### src/hw/ctr_timer_pkg.sv
// Purpose: shared constants and types of the dual event counter/timer
// Assumes: 32-bit avalon-mm data, byte addresses, one word per register
// Notes:   source codes index the per-cycle source vector directly
package ctr_timer_pkg;

  localparam int unsigned DATA_W       = 32;
  localparam int unsigned ADDR_W       = 6;
  localparam int unsigned NUM_CHANNELS = 2;
  localparam int unsigned SRC_W        = 5;
  localparam int unsigned MODE_W       = 3;
  localparam int unsigned NUM_SOURCES  = 19;
  localparam int unsigned NUM_LINES    = 4;
  localparam int unsigned NUM_USER     = 4;
  localparam int unsigned NUM_LOGIC    = 2;

  // register byte offsets
  localparam logic [ADDR_W-1:0] OFF_CHANNEL_SELECT = 6'h00;
  localparam logic [ADDR_W-1:0] OFF_COUNT_SOURCE   = 6'h04;
  localparam logic [ADDR_W-1:0] OFF_START_SOURCE   = 6'h08;
  localparam logic [ADDR_W-1:0] OFF_CLEAR_SOURCE   = 6'h0c;
  localparam logic [ADDR_W-1:0] OFF_START_DELAY    = 6'h10;
  localparam logic [ADDR_W-1:0] OFF_RUN_LENGTH     = 6'h14;
  localparam logic [ADDR_W-1:0] OFF_LIVE_COUNT     = 6'h18;
  localparam logic [ADDR_W-1:0] OFF_CAPTURED       = 6'h1c;
  localparam logic [ADDR_W-1:0] OFF_CHANNEL_STATE  = 6'h20;

  // field positions inside the three source registers
  localparam int unsigned SRC_LSB  = 0;
  localparam int unsigned MODE_LSB = 8;

  // source codes
  localparam logic [SRC_W-1:0] SRC_OFF            = 5'h00;
  localparam logic [SRC_W-1:0] SRC_MHZ_TICK       = 5'h01;
  localparam logic [SRC_W-1:0] SRC_LINE0          = 5'h02;
  localparam logic [SRC_W-1:0] SRC_USER0          = 5'h06;
  localparam logic [SRC_W-1:0] SRC_CH0_DELAY_DONE = 5'h0a;
  localparam logic [SRC_W-1:0] SRC_CH1_DELAY_DONE = 5'h0b;
  localparam logic [SRC_W-1:0] SRC_CH0_RUN_DONE   = 5'h0c;
  localparam logic [SRC_W-1:0] SRC_CH1_RUN_DONE   = 5'h0d;
  localparam logic [SRC_W-1:0] SRC_LOGIC0         = 5'h0e;
  localparam logic [SRC_W-1:0] SRC_EXPOSURE_START = 5'h10;
  localparam logic [SRC_W-1:0] SRC_EXPOSURE_END   = 5'h11;
  localparam logic [SRC_W-1:0] SRC_FRAME_ARM_WAIT = 5'h12;

  // qualify modes
  localparam logic [MODE_W-1:0] QUAL_LEVEL_LOW  = 3'h0;
  localparam logic [MODE_W-1:0] QUAL_LEVEL_HIGH = 3'h1;
  localparam logic [MODE_W-1:0] QUAL_FALLING    = 3'h2;
  localparam logic [MODE_W-1:0] QUAL_RISING     = 3'h3;
  localparam logic [MODE_W-1:0] QUAL_ANY_EDGE   = 3'h4;

  // values after reset
  localparam logic [SRC_W-1:0]  RST_SOURCE = SRC_OFF;
  localparam logic [MODE_W-1:0] RST_MODE   = QUAL_RISING;

  // megahertz tick
  localparam int unsigned       CLK_PERIOD_NS  = 4;
  localparam int unsigned       TICK_PERIOD_NS = 1000;
  localparam int unsigned       TICK_CYCLES    = TICK_PERIOD_NS / CLK_PERIOD_NS;
  localparam int unsigned       TICK_CNT_W     = 8;
  localparam logic [TICK_CNT_W-1:0] TICK_LAST  = 8'(TICK_CYCLES - 1);

  typedef enum logic [2:0] {
    CH_IDLE,
    CH_TRIGGER_WAIT,
    CH_ACTIVE,
    CH_COMPLETED,
    CH_OVERFLOW
  } chan_state_t;

endpackage

### src/hw/line_sync.sv
// Purpose: three-stage synchroniser for asynchronous line pins
// Assumes: pins are unrelated to the system clock
// Notes:   a change is taken once stages two and three agree
`timescale 1ns/100ps
module line_sync #(
  parameter int unsigned WIDTH = 4
) (
  input  wire logic             clk_in,
  input  wire logic             rst_n_in,
  input  wire logic [WIDTH-1:0] pin_in,
  output logic      [WIDTH-1:0] level_out
);

  typedef struct packed {
    logic [WIDTH-1:0] s1;
    logic [WIDTH-1:0] s2;
    logic [WIDTH-1:0] s3;
    logic [WIDTH-1:0] q;
  } sync_state_t;

  sync_state_t st_r;
  sync_state_t st_nxt;

  // s1 feeds only s2, so metastability cannot reach any decision
  always_comb begin
    st_nxt    = st_r;
    st_nxt.s1 = pin_in;
    st_nxt.s2 = st_r.s1;
    st_nxt.s3 = st_r.s2;
    for (int i = 0; i < WIDTH; i++) begin
      if (st_r.s2[i] == st_r.s3[i]) begin
        st_nxt.q[i] = st_r.s3[i];
      end
    end
  end

  always_ff @(posedge clk_in or negedge rst_n_in) begin
    if (!rst_n_in) begin
      st_r <= '0;
    end else begin
      st_r <= st_nxt;
    end
  end

  assign level_out = st_r.q;

endmodule

### src/hw/dual_event_counter_timer.sv
// Purpose: two event counter/timer channels behind an avalon-mm slave
// Assumes: line pins are asynchronous; all other sources share CLK_SYS_IN
// Notes:   tags below mark the logic that carries each rule
// Operation
// [RULE1] two independent channels 0 and 1; a selector picks the accessed one
// [RULE2] count source: tick, line, user output, channel events, logic, exposure
// [RULE3] count qualify: level low, level high, falling, rising or any edge
// [RULE4] delay-done event fires when count reaches the programmed delay
// [RULE5] run-done event fires when count reaches the programmed run length
// [RULE6] start and clear sources exclusive; choosing one turns the other off
// [RULE7] start source, from the same set, begins counting when it fires
// [RULE8] start qualify: level low, level high, falling, rising or any edge
// [RULE9] clear source, from the same set, ends and zeroes the count; the code zeroes it but the channel goes active and counts on
// [RULE10] clear qualify: level low, level high, falling, rising or any edge
// [RULE11] live count of each channel is readable at any time
// [RULE12] a clear captures the count into a separate readable value
// [RULE13] a read-only state register shows each channel's operating state
// [RULE14] state is idle, trigger wait, active, completed or overflow
// [RULE15] at run length the channel stops and reports completed until restarted
//
// Implementation choices: the address map and the Avalon-MM interface to the registers.
`timescale 1ns/100ps
module dual_event_counter_timer
  import ctr_timer_pkg::*;
#(
  parameter int unsigned CNT_W = 32
) (
  input  wire logic                               CLK_SYS_IN,
  input  wire logic                               RST_N_IN,
  input  wire logic [ctr_timer_pkg::ADDR_W-1:0]   AVS_ADDRESS_IN,
  input  wire logic                               AVS_READ_IN,
  input  wire logic                               AVS_WRITE_IN,
  input  wire logic [ctr_timer_pkg::DATA_W-1:0]   AVS_WRITEDATA_IN,
  input  wire logic [ctr_timer_pkg::DATA_W/8-1:0] AVS_BYTEENABLE_IN,
  output logic      [ctr_timer_pkg::DATA_W-1:0]   AVS_READDATA_OUT,
  output logic                                    AVS_WAITREQUEST_OUT,
  input  wire logic [ctr_timer_pkg::NUM_LINES-1:0] LINE_IN,
  input  wire logic [ctr_timer_pkg::NUM_USER-1:0] USER_OUTPUT_IN,
  input  wire logic [ctr_timer_pkg::NUM_LOGIC-1:0] LOGIC_BLOCK_IN,
  input  wire logic                               EXPOSURE_START_IN,
  input  wire logic                               EXPOSURE_END_IN,
  input  wire logic                               FRAME_ARM_WAIT_IN,
  output logic [ctr_timer_pkg::NUM_CHANNELS-1:0]  DELAY_DONE_EVENT_OUT,
  output logic [ctr_timer_pkg::NUM_CHANNELS-1:0]  RUN_DONE_EVENT_OUT
);

  import ctr_timer_pkg::*;

  if (CNT_W < 1 || CNT_W > DATA_W) begin : g_bad_width
    $error("CNT_W must lie between 1 and the bus data width");
  end

  localparam logic [CNT_W-1:0] CNT_MAX = '1;

  typedef struct packed {
    logic                                 wait_r;
    logic [DATA_W-1:0]                    rdata;
    logic                                 sel;
    logic [NUM_CHANNELS-1:0][SRC_W-1:0]   cnt_src;
    logic [NUM_CHANNELS-1:0][MODE_W-1:0]  cnt_mode;
    logic [NUM_CHANNELS-1:0][SRC_W-1:0]   start_src;
    logic [NUM_CHANNELS-1:0][MODE_W-1:0]  start_mode;
    logic [NUM_CHANNELS-1:0][SRC_W-1:0]   clear_src;
    logic [NUM_CHANNELS-1:0][MODE_W-1:0]  clear_mode;
    logic [NUM_CHANNELS-1:0][CNT_W-1:0]   delay;
    logic [NUM_CHANNELS-1:0][CNT_W-1:0]   runlen;
    logic [NUM_CHANNELS-1:0][CNT_W-1:0]   count;
    logic [NUM_CHANNELS-1:0][CNT_W-1:0]   captured;
    chan_state_t [NUM_CHANNELS-1:0]       cstate;
    logic [NUM_CHANNELS-1:0]              delay_done;
    logic [NUM_CHANNELS-1:0]              run_done;
    logic [NUM_SOURCES-1:0]               prev_src;
    logic [TICK_CNT_W-1:0]                tick_cnt;
    logic                                 tick;
  } state_t;

  localparam state_t ST_RST = '{
    wait_r:     1'b1,
    cnt_src:    {NUM_CHANNELS{RST_SOURCE}},
    start_src:  {NUM_CHANNELS{RST_SOURCE}},
    clear_src:  {NUM_CHANNELS{RST_SOURCE}},
    cnt_mode:   {NUM_CHANNELS{RST_MODE}},
    start_mode: {NUM_CHANNELS{RST_MODE}},
    clear_mode: {NUM_CHANNELS{RST_MODE}},
    default:    '0
  };

  state_t                 st_r;
  state_t                 st_nxt;
  logic [NUM_LINES-1:0]   line_level;
  logic [NUM_SOURCES-1:0] src_vec;

  line_sync #(
    .WIDTH (NUM_LINES)
  ) u_line_sync (
    .clk_in    (CLK_SYS_IN),
    .rst_n_in  (RST_N_IN),
    .pin_in    (LINE_IN),
    .level_out (line_level)
  );

  // one-cycle sources ignore the qualify mode: they are already events
  function automatic logic is_pulse(input logic [SRC_W-1:0] code);
    return code == SRC_MHZ_TICK || code == SRC_CH0_DELAY_DONE ||
           code == SRC_CH1_DELAY_DONE || code == SRC_CH0_RUN_DONE ||
           code == SRC_CH1_RUN_DONE;
  endfunction

  // shared qualifier for the count, start and clear selections
  function automatic logic src_fire(input logic [SRC_W-1:0]       code,
                                    input logic [MODE_W-1:0]      mode,
                                    input logic [NUM_SOURCES-1:0] cur,
                                    input logic [NUM_SOURCES-1:0] prev);
    logic c;
    logic p;
    logic f;
    c = 1'b0;
    p = 1'b0;
    f = 1'b0;
    if (code != SRC_OFF && int'(code) < NUM_SOURCES) begin
      c = cur[code];
      p = prev[code];
      if (is_pulse(code)) begin
        f = c;
      end else begin
        unique case (mode)
          QUAL_LEVEL_LOW:  f = !c;
          QUAL_LEVEL_HIGH: f = c;
          QUAL_FALLING:    f = p && !c;
          QUAL_RISING:     f = !p && c;
          QUAL_ANY_EDGE:   f = p != c;
          default:         f = 1'b0;
        endcase
      end
    end
    return f;
  endfunction

  function automatic logic [DATA_W-1:0] be_merge(
      input logic [DATA_W-1:0]   old_v,
      input logic [DATA_W-1:0]   new_v,
      input logic [DATA_W/8-1:0] be);
    logic [DATA_W-1:0] r;
    r = old_v;
    for (int b = 0; b < DATA_W / 8; b++) begin
      if (be[b]) begin
        r[b*8 +: 8] = new_v[b*8 +: 8];
      end
    end
    return r;
  endfunction

  function automatic logic [DATA_W-1:0] pack_src(
      input logic [SRC_W-1:0]  src,
      input logic [MODE_W-1:0] mode);
    logic [DATA_W-1:0] r;
    r = '0;
    r[SRC_LSB +: SRC_W]   = src;
    r[MODE_LSB +: MODE_W] = mode;
    return r;
  endfunction

  // channel events are taken from their registers to avoid loops
  always_comb begin
    src_vec                                = '0;
    src_vec[SRC_MHZ_TICK]                  = st_r.tick;
    src_vec[SRC_LINE0 +: NUM_LINES]        = line_level;
    src_vec[SRC_USER0 +: NUM_USER]         = USER_OUTPUT_IN;
    src_vec[SRC_CH0_DELAY_DONE]            = st_r.delay_done[0];
    src_vec[SRC_CH1_DELAY_DONE]            = st_r.delay_done[1];
    src_vec[SRC_CH0_RUN_DONE]              = st_r.run_done[0];
    src_vec[SRC_CH1_RUN_DONE]              = st_r.run_done[1];
    src_vec[SRC_LOGIC0 +: NUM_LOGIC]       = LOGIC_BLOCK_IN;
    src_vec[SRC_EXPOSURE_START]            = EXPOSURE_START_IN;
    src_vec[SRC_EXPOSURE_END]              = EXPOSURE_END_IN;
    src_vec[SRC_FRAME_ARM_WAIT]            = FRAME_ARM_WAIT_IN;
  end

  always_comb begin
    logic              c;
    logic              acc;
    logic              cfg_wr;
    logic [DATA_W-1:0] rd;
    logic [DATA_W-1:0] wv;
    logic [DATA_W-1:0] old;
    logic              cnt_hit;
    logic              start_hit;
    logic              clear_hit;
    logic [CNT_W-1:0]  inc;
    c         = st_r.sel;
    acc       = !st_r.wait_r && AVS_WRITE_IN;
    cfg_wr    = 1'b0;
    rd        = '0;
    wv        = '0;
    old       = '0;
    cnt_hit   = 1'b0;
    start_hit = 1'b0;
    clear_hit = 1'b0;
    inc       = '0;
    st_nxt    = st_r;

    // megahertz tick
    if (st_r.tick_cnt == TICK_LAST) begin
      st_nxt.tick_cnt = '0;
      st_nxt.tick     = 1'b1;
    end else begin
      st_nxt.tick_cnt = st_r.tick_cnt + 1'b1;
      st_nxt.tick     = 1'b0;
    end
    st_nxt.prev_src = src_vec;

    // read mux for the selected channel
    unique case (AVS_ADDRESS_IN)
      OFF_CHANNEL_SELECT: rd = DATA_W'(st_r.sel);
      OFF_COUNT_SOURCE:   rd = pack_src(st_r.cnt_src[c], st_r.cnt_mode[c]);
      OFF_START_SOURCE:   rd = pack_src(st_r.start_src[c], st_r.start_mode[c]);
      OFF_CLEAR_SOURCE:   rd = pack_src(st_r.clear_src[c], st_r.clear_mode[c]);
      OFF_START_DELAY:    rd = DATA_W'(st_r.delay[c]);
      OFF_RUN_LENGTH:     rd = DATA_W'(st_r.runlen[c]);
      OFF_LIVE_COUNT:     rd = DATA_W'(st_r.count[c]); // RULE11
      OFF_CAPTURED:       rd = DATA_W'(st_r.captured[c]); // RULE12
      OFF_CHANNEL_STATE:  rd = DATA_W'(st_r.cstate[c]); // RULE13
      default:            rd = '0;
    endcase

    // one wait cycle, then waitrequest low for exactly one cycle
    st_nxt.wait_r = 1'b1;
    st_nxt.rdata  = '0;
    if (st_r.wait_r && (AVS_READ_IN || AVS_WRITE_IN)) begin
      st_nxt.wait_r = 1'b0;
      st_nxt.rdata  = AVS_READ_IN ? rd : '0;
    end

    // writes land on the edge that completes the transfer
    if (acc) begin
      unique case (AVS_ADDRESS_IN)
        OFF_CHANNEL_SELECT: old = DATA_W'(st_r.sel);
        OFF_COUNT_SOURCE:   old = pack_src(st_r.cnt_src[c], st_r.cnt_mode[c]);
        OFF_START_SOURCE:   old = pack_src(st_r.start_src[c],
                                           st_r.start_mode[c]);
        OFF_CLEAR_SOURCE:   old = pack_src(st_r.clear_src[c],
                                           st_r.clear_mode[c]);
        OFF_START_DELAY:    old = DATA_W'(st_r.delay[c]);
        OFF_RUN_LENGTH:     old = DATA_W'(st_r.runlen[c]);
        OFF_CAPTURED:       old = DATA_W'(st_r.captured[c]);
        default:            old = '0;
      endcase
      wv = be_merge(old, AVS_WRITEDATA_IN, AVS_BYTEENABLE_IN);
      unique case (AVS_ADDRESS_IN)
        OFF_CHANNEL_SELECT: st_nxt.sel = wv[0]; // RULE1
        OFF_COUNT_SOURCE: begin
          st_nxt.cnt_src[c]  = wv[SRC_LSB +: SRC_W]; // RULE2
          st_nxt.cnt_mode[c] = wv[MODE_LSB +: MODE_W]; // RULE3
          cfg_wr             = 1'b1;
        end
        OFF_START_SOURCE: begin
          st_nxt.start_src[c]  = wv[SRC_LSB +: SRC_W]; // RULE7
          st_nxt.start_mode[c] = wv[MODE_LSB +: MODE_W]; // RULE8
          if (wv[SRC_LSB +: SRC_W] != SRC_OFF) begin
            st_nxt.clear_src[c] = SRC_OFF; // RULE6
          end
          cfg_wr = 1'b1;
        end
        OFF_CLEAR_SOURCE: begin
          st_nxt.clear_src[c]  = wv[SRC_LSB +: SRC_W]; // RULE9
          st_nxt.clear_mode[c] = wv[MODE_LSB +: MODE_W]; // RULE10
          if (wv[SRC_LSB +: SRC_W] != SRC_OFF) begin
            st_nxt.start_src[c] = SRC_OFF; // RULE6
          end
          cfg_wr = 1'b1;
        end
        OFF_START_DELAY: begin
          st_nxt.delay[c] = wv[CNT_W-1:0];
          cfg_wr          = 1'b1;
        end
        OFF_RUN_LENGTH: begin
          st_nxt.runlen[c] = wv[CNT_W-1:0];
          cfg_wr           = 1'b1;
        end
        OFF_CAPTURED: st_nxt.captured[c] = wv[CNT_W-1:0];
        default: ;
      endcase
    end

    // channels run on the old configuration this cycle
    for (int i = 0; i < NUM_CHANNELS; i++) begin
      st_nxt.delay_done[i] = 1'b0;
      st_nxt.run_done[i]   = 1'b0;
      cnt_hit   = src_fire(st_r.cnt_src[i], st_r.cnt_mode[i],
                           src_vec, st_r.prev_src); // RULE2 RULE3
      start_hit = src_fire(st_r.start_src[i], st_r.start_mode[i],
                           src_vec, st_r.prev_src); // RULE7 RULE8
      clear_hit = src_fire(st_r.clear_src[i], st_r.clear_mode[i],
                           src_vec, st_r.prev_src); // RULE9 RULE10
      inc = st_r.count[i] + 1'b1;
      if (clear_hit) begin
        // capture beats a same-cycle software write of the captured value
        st_nxt.captured[i] = st_r.count[i]; // RULE12
        st_nxt.count[i]    = '0; // RULE9
        st_nxt.cstate[i]   = (st_r.cnt_src[i] == SRC_OFF) ? CH_IDLE
                                                         : CH_ACTIVE;
      end else begin
        unique case (st_r.cstate[i]) // RULE14
          CH_IDLE: begin
            if (st_r.cnt_src[i] != SRC_OFF) begin
              st_nxt.count[i]  = '0;
              st_nxt.cstate[i] = (st_r.start_src[i] != SRC_OFF) ?
                                 CH_TRIGGER_WAIT : CH_ACTIVE;
            end
          end
          CH_TRIGGER_WAIT, CH_COMPLETED, CH_OVERFLOW: begin
            if (start_hit) begin
              st_nxt.count[i]  = '0; // RULE7
              st_nxt.cstate[i] = CH_ACTIVE;
            end
          end
          CH_ACTIVE: begin
            if (cnt_hit) begin
              if (st_r.count[i] == CNT_MAX) begin
                // count holds at full scale rather than wrapping
                st_nxt.cstate[i] = CH_OVERFLOW; // RULE14
              end else begin
                st_nxt.count[i] = inc;
                if (st_r.delay[i] != '0 && inc == st_r.delay[i]) begin
                  st_nxt.delay_done[i] = 1'b1; // RULE4
                end
                if (st_r.runlen[i] != '0 && inc == st_r.runlen[i]) begin
                  st_nxt.run_done[i] = 1'b1; // RULE5
                  st_nxt.cstate[i]   = CH_COMPLETED; // RULE15
                end
              end
            end
          end
        endcase
      end
    end

    // reconfiguring a channel drops it back to idle to restart cleanly
    if (cfg_wr) begin
      st_nxt.count[c]  = '0;
      st_nxt.cstate[c] = CH_IDLE;
    end
  end

  always_ff @(posedge CLK_SYS_IN or negedge RST_N_IN) begin
    if (!RST_N_IN) begin
      st_r <= ST_RST;
    end else begin
      st_r <= st_nxt;
    end
  end

  assign AVS_READDATA_OUT     = st_r.rdata;
  assign AVS_WAITREQUEST_OUT  = st_r.wait_r;
  assign DELAY_DONE_EVENT_OUT = st_r.delay_done;
  assign RUN_DONE_EVENT_OUT   = st_r.run_done;

endmodule

### config.mk
export PLATFORM = sky130hd
export DESIGN_NAME = dual_event_counter_timer
export DESIGN_NICKNAME = d
export VERILOG_FILES = /design/src/hw/ctr_timer_pkg.sv /design/src/hw/line_sync.sv /design/src/hw/dual_event_counter_timer.sv
export SDC_FILE = /design/constraint.sdc
export NUM_CORES = 1
export LEC_CHECK = 0
export BUFFER_PORTS_ARGS = -buffer_cell sky130_fd_sc_hd__buf_2
export CAP_MARGIN = 25
export CORE_UTILIZATION = 40
export DETAILED_ROUTE_END_ITERATION = 6
export PLACE_DENSITY = 0.67
export SLEW_MARGIN = 20
export SYNTH_ARGS = -nofsm -noshare
export SYNTH_HDL_FRONTEND = slang
export SYNTH_SLANG_ARGS = --single-unit
### constraint.sdc
create_clock -name CLK_SYS_IN -period 4.95 [get_ports CLK_SYS_IN]
set_clock_uncertainty 0.05 [all_clocks]
set_input_delay 0 -clock CLK_SYS_IN [delete_from_list [all_inputs] [get_ports CLK_SYS_IN]]
set_output_delay 0 -clock CLK_SYS_IN [all_outputs]
set_load 0.1 [all_outputs]
==> results.cfg <==
[status]
status = finished with violations
violations = negative hold slack

[clock_tree]
cts_tree = built
clock_path_buffers = 3
cts_root_buf = clkbuf_16
clock_sinks = 391
htreeDepth = 2
clock_latency_ps = 610
cts_inserted_buffers = 44
cts_setup_buffers = 0
clk_pin_slew_worst_paths_ps = 60

[placed_design]
dpl_cell_area_sq_um = 27700
gp_congestion = 1.03
dpl.hpwl_um = 73400
io_buffers = 95
pre_cts_slack_ps = 270

[floorplanning]
initial_core_util_pct = 40.5
die_h_um = 260
fp-row-count = 94
fp.dieArea_sq_um = 67700
core_area_sq_um = 65900
io-pin-count = 96
fp.dieW_um = 260

[sta]
period_minus_slack_ps = 4690
setup-violations-final = 0
slew_headroom_pct = 32.7
period_share_pct = 94.8
worst_pin_slew_ps = 999
hold_violations = 3
fin_ws_ps = 255
final.setup.tns_ps = 0
rsz0062_at_grt = no
whs_ps = -12.4
drv_slew = 0
max_clock_freq_mhz = 213

[synthesis]
synth-seq-cells = 391
synth_warnings = 0
synthMuxAreaShare_pct = 9.58
synth_edf_count = 0
ys_types = 91
synth-compound-area-share_pct = 20.7
seq_area_frac_synth_pct = 36.7
synthCells = 3082
synthFlopType = dfrtp_1
synth_top_family_by_area = simple AND/OR/NAND/NOR gates
avgSynthCellArea_sq_um = 8.66
synth-simple-area-share_pct = 21.2
synth_fa_ha_area_share_pct = 0.901
async_flop_share_pct = 100
syn_area_sq_um = 26700
synth-xor-area-share_pct = 5.31
syn-num-nets = 3157

[pwr]
p_comb_share_pct = 17.3
sw_frac_of_total_pct = 30.7
pwr-share-seq_pct = 42.1
p_int_mw = 5.91
power_frac_clock_pct = 40.6
p_leak_nw = 12.0
power_mw = 8.53
p_sw_mw = 2.62
peakVddDrop_uv = 235
power_density_nw_per_um2 = 287

[layout]
stdcell_area_sq_um = 29700
drive_gt1_share_pct = 14.7
final_common_cell = nand2_1
syn2layout_area_growth_pct = 11.3
layout.nets = 3132
final_cell_mix = 405 x nand2_1, 376 x dfrtp_1, 298 x o21ai_0

[setup_path]
endpoint_kind = flop
timing.rr.end = DELAY_DONE_EVENT_OUT[0]
timing.rr.start = st_r[300]
r2r_slack_ps = 260
crit_required_ps = 5340
crit_fanout = 27
cp-start-kind = flop
critPathKind = flop to flop
rr_worst_depth = 14
arrival_ps = 5080

[detailed_routing]
num_vias = 25500
firstDrtPassIters = 6
antenna_left = 0
drt_iter0_markers = 3473
drcViolationCount = 0
drt_wl_total_um = 101000
avgRoutedWirePerCell_um = 25.6
vias_per_cell = 6.44

[global_route]
grt_pass1_wl_um = 152000
grt_pass1_vias = 23500
track_usage_pct = 29.5
antenna_found_initial = 2
gr-total-overflow = 0
grt_max_degree = 129

[flow_run]
drv_cap = 0

[worst_hold_path]
hold_path.class = primary input to asynchronous set/reset pin
-- state kept, by name (all words and copies together) (netlist names) --
name                   flops
DELAY_DONE_EVENT_OUT       2
RUN_DONE_EVENT_OUT         2
AVS_WAITREQUEST_OUT        1
AVS_READDATA_OUT          32
u_line_sync.level_out      4
u_line_sync.st_r           4
src_vec                    1
u_line_sync.st_nxt         8
st_r                     337
-- Yosys cell counts, drive strengths merged (37+ instances only) --
library cell | number | area [sq um]
clkbuf | 215 | 807
nand2 | 411 | 1540
a222oi | 48 | 480
nand3 | 82 | 410
xor2 | 50 | 438
o21ai | 298 | 1490
nand4 | 59 | 390
nor2 | 198 | 743
nor3 | 69 | 350
buf | 90 | 512
mux2i | 63 | 631
nor4 | 83 | 559
inv | 51 | 191
xnor2 | 94 | 842
mux4 | 44 | 991
a21oi | 168 | 845
dfrtp | 378 | 9460
mux2 | 83 | 935
o21a | 40 | 300
and3 | 37 | 231
-- layer usage --
| layer | global-route usage, % | share of wire, % |
|---|---|---|
| met1 | 41.0 | 41 |
| met2 | 43.3 | 43 |
| met3 | 6.41 | 11 |
| met4 | 14.8 | 5.3 |
| met5 | 0 | 0 |
-- power by group through the flow --
stage	sequential (mW)	combinational [mW]	clock (mW)
global placement	3.63	1.40	0
detailed placement	3.63	1.41	0
finish	3.59	1.48	3.46
floorplan	3.46	1.02	0
global route	3.60	1.61	3.61
CTS	3.57	1.45	3.49
-- worst max-delay path by stage --
stage          startpoint                       to  slack (ps)  cells after the start
2_1_floorplan   st_r[338]                st_r[163]         530                     17
3_3_place_gp    st_r[332]  DELAY_DONE_EVENT_OUT[0]         340                     13
3_5_place_dp    st_r[300]  DELAY_DONE_EVENT_OUT[0]         270                     14
4_1_cts         st_r[332]  DELAY_DONE_EVENT_OUT[0]         250                     13
5_1_grt         st_r[300]  DELAY_DONE_EVENT_OUT[0]          30                     14
6_report        st_r[300]  DELAY_DONE_EVENT_OUT[0]         260                     14
-- timing repair --
action / 4_1_cts / 5_1_grt
endpoints found under the hold margin: 241 / 0
endpoints found under the setup margin: 0 / 1
hold buffers: 50 / 0
gates resized for setup: 0 / 1
-- layout make-up --
class / count / area [sq um]
multi-input cells: 2335 / 15400
repair buffers: 234 / 1700
flip-flops and latches: 391 / 9800
inverters: 51 / 191
diodes: 2 / 5.00
fillers: 6369 / 36200
clock inverters: 17 / 233
well taps: 864 / 1080
clock buffers: 60 / 1250
-- cell families after synthesis --
logic type / count (synthesis)
compound gates: 841
xor+xnor: 150
fa+ha+maj: 20
buf+inv: 356
flops: 391
mux: 190
simple gates: 1134
-- critical path, stage by stage (launching register included) --
cell,delay [ps]
dfrtp_1,810
mux4_2,580
mux2_2,270
nand3b_1,70
and3_1,340
inv_1,80
ha_1,310
nor2_1,40
mux2_2,250
a221oi_1,290
a211o_1,210
mux2_2,310
buf_4,350
nand2_1,120
nor4_2,450
-- per-stage QoR --
stage	std cells	util [%]	hold slack [ps]
floorplan	3082	-	-346
global placement	3824	42.1	48.1
detailed placement	3824	42.1	56.1
CTS	3951	45.1	20.7
global route	3954	45.1	36.2
finish	3954	45.1	-12.4
Power figures use the tool's default switching activity.
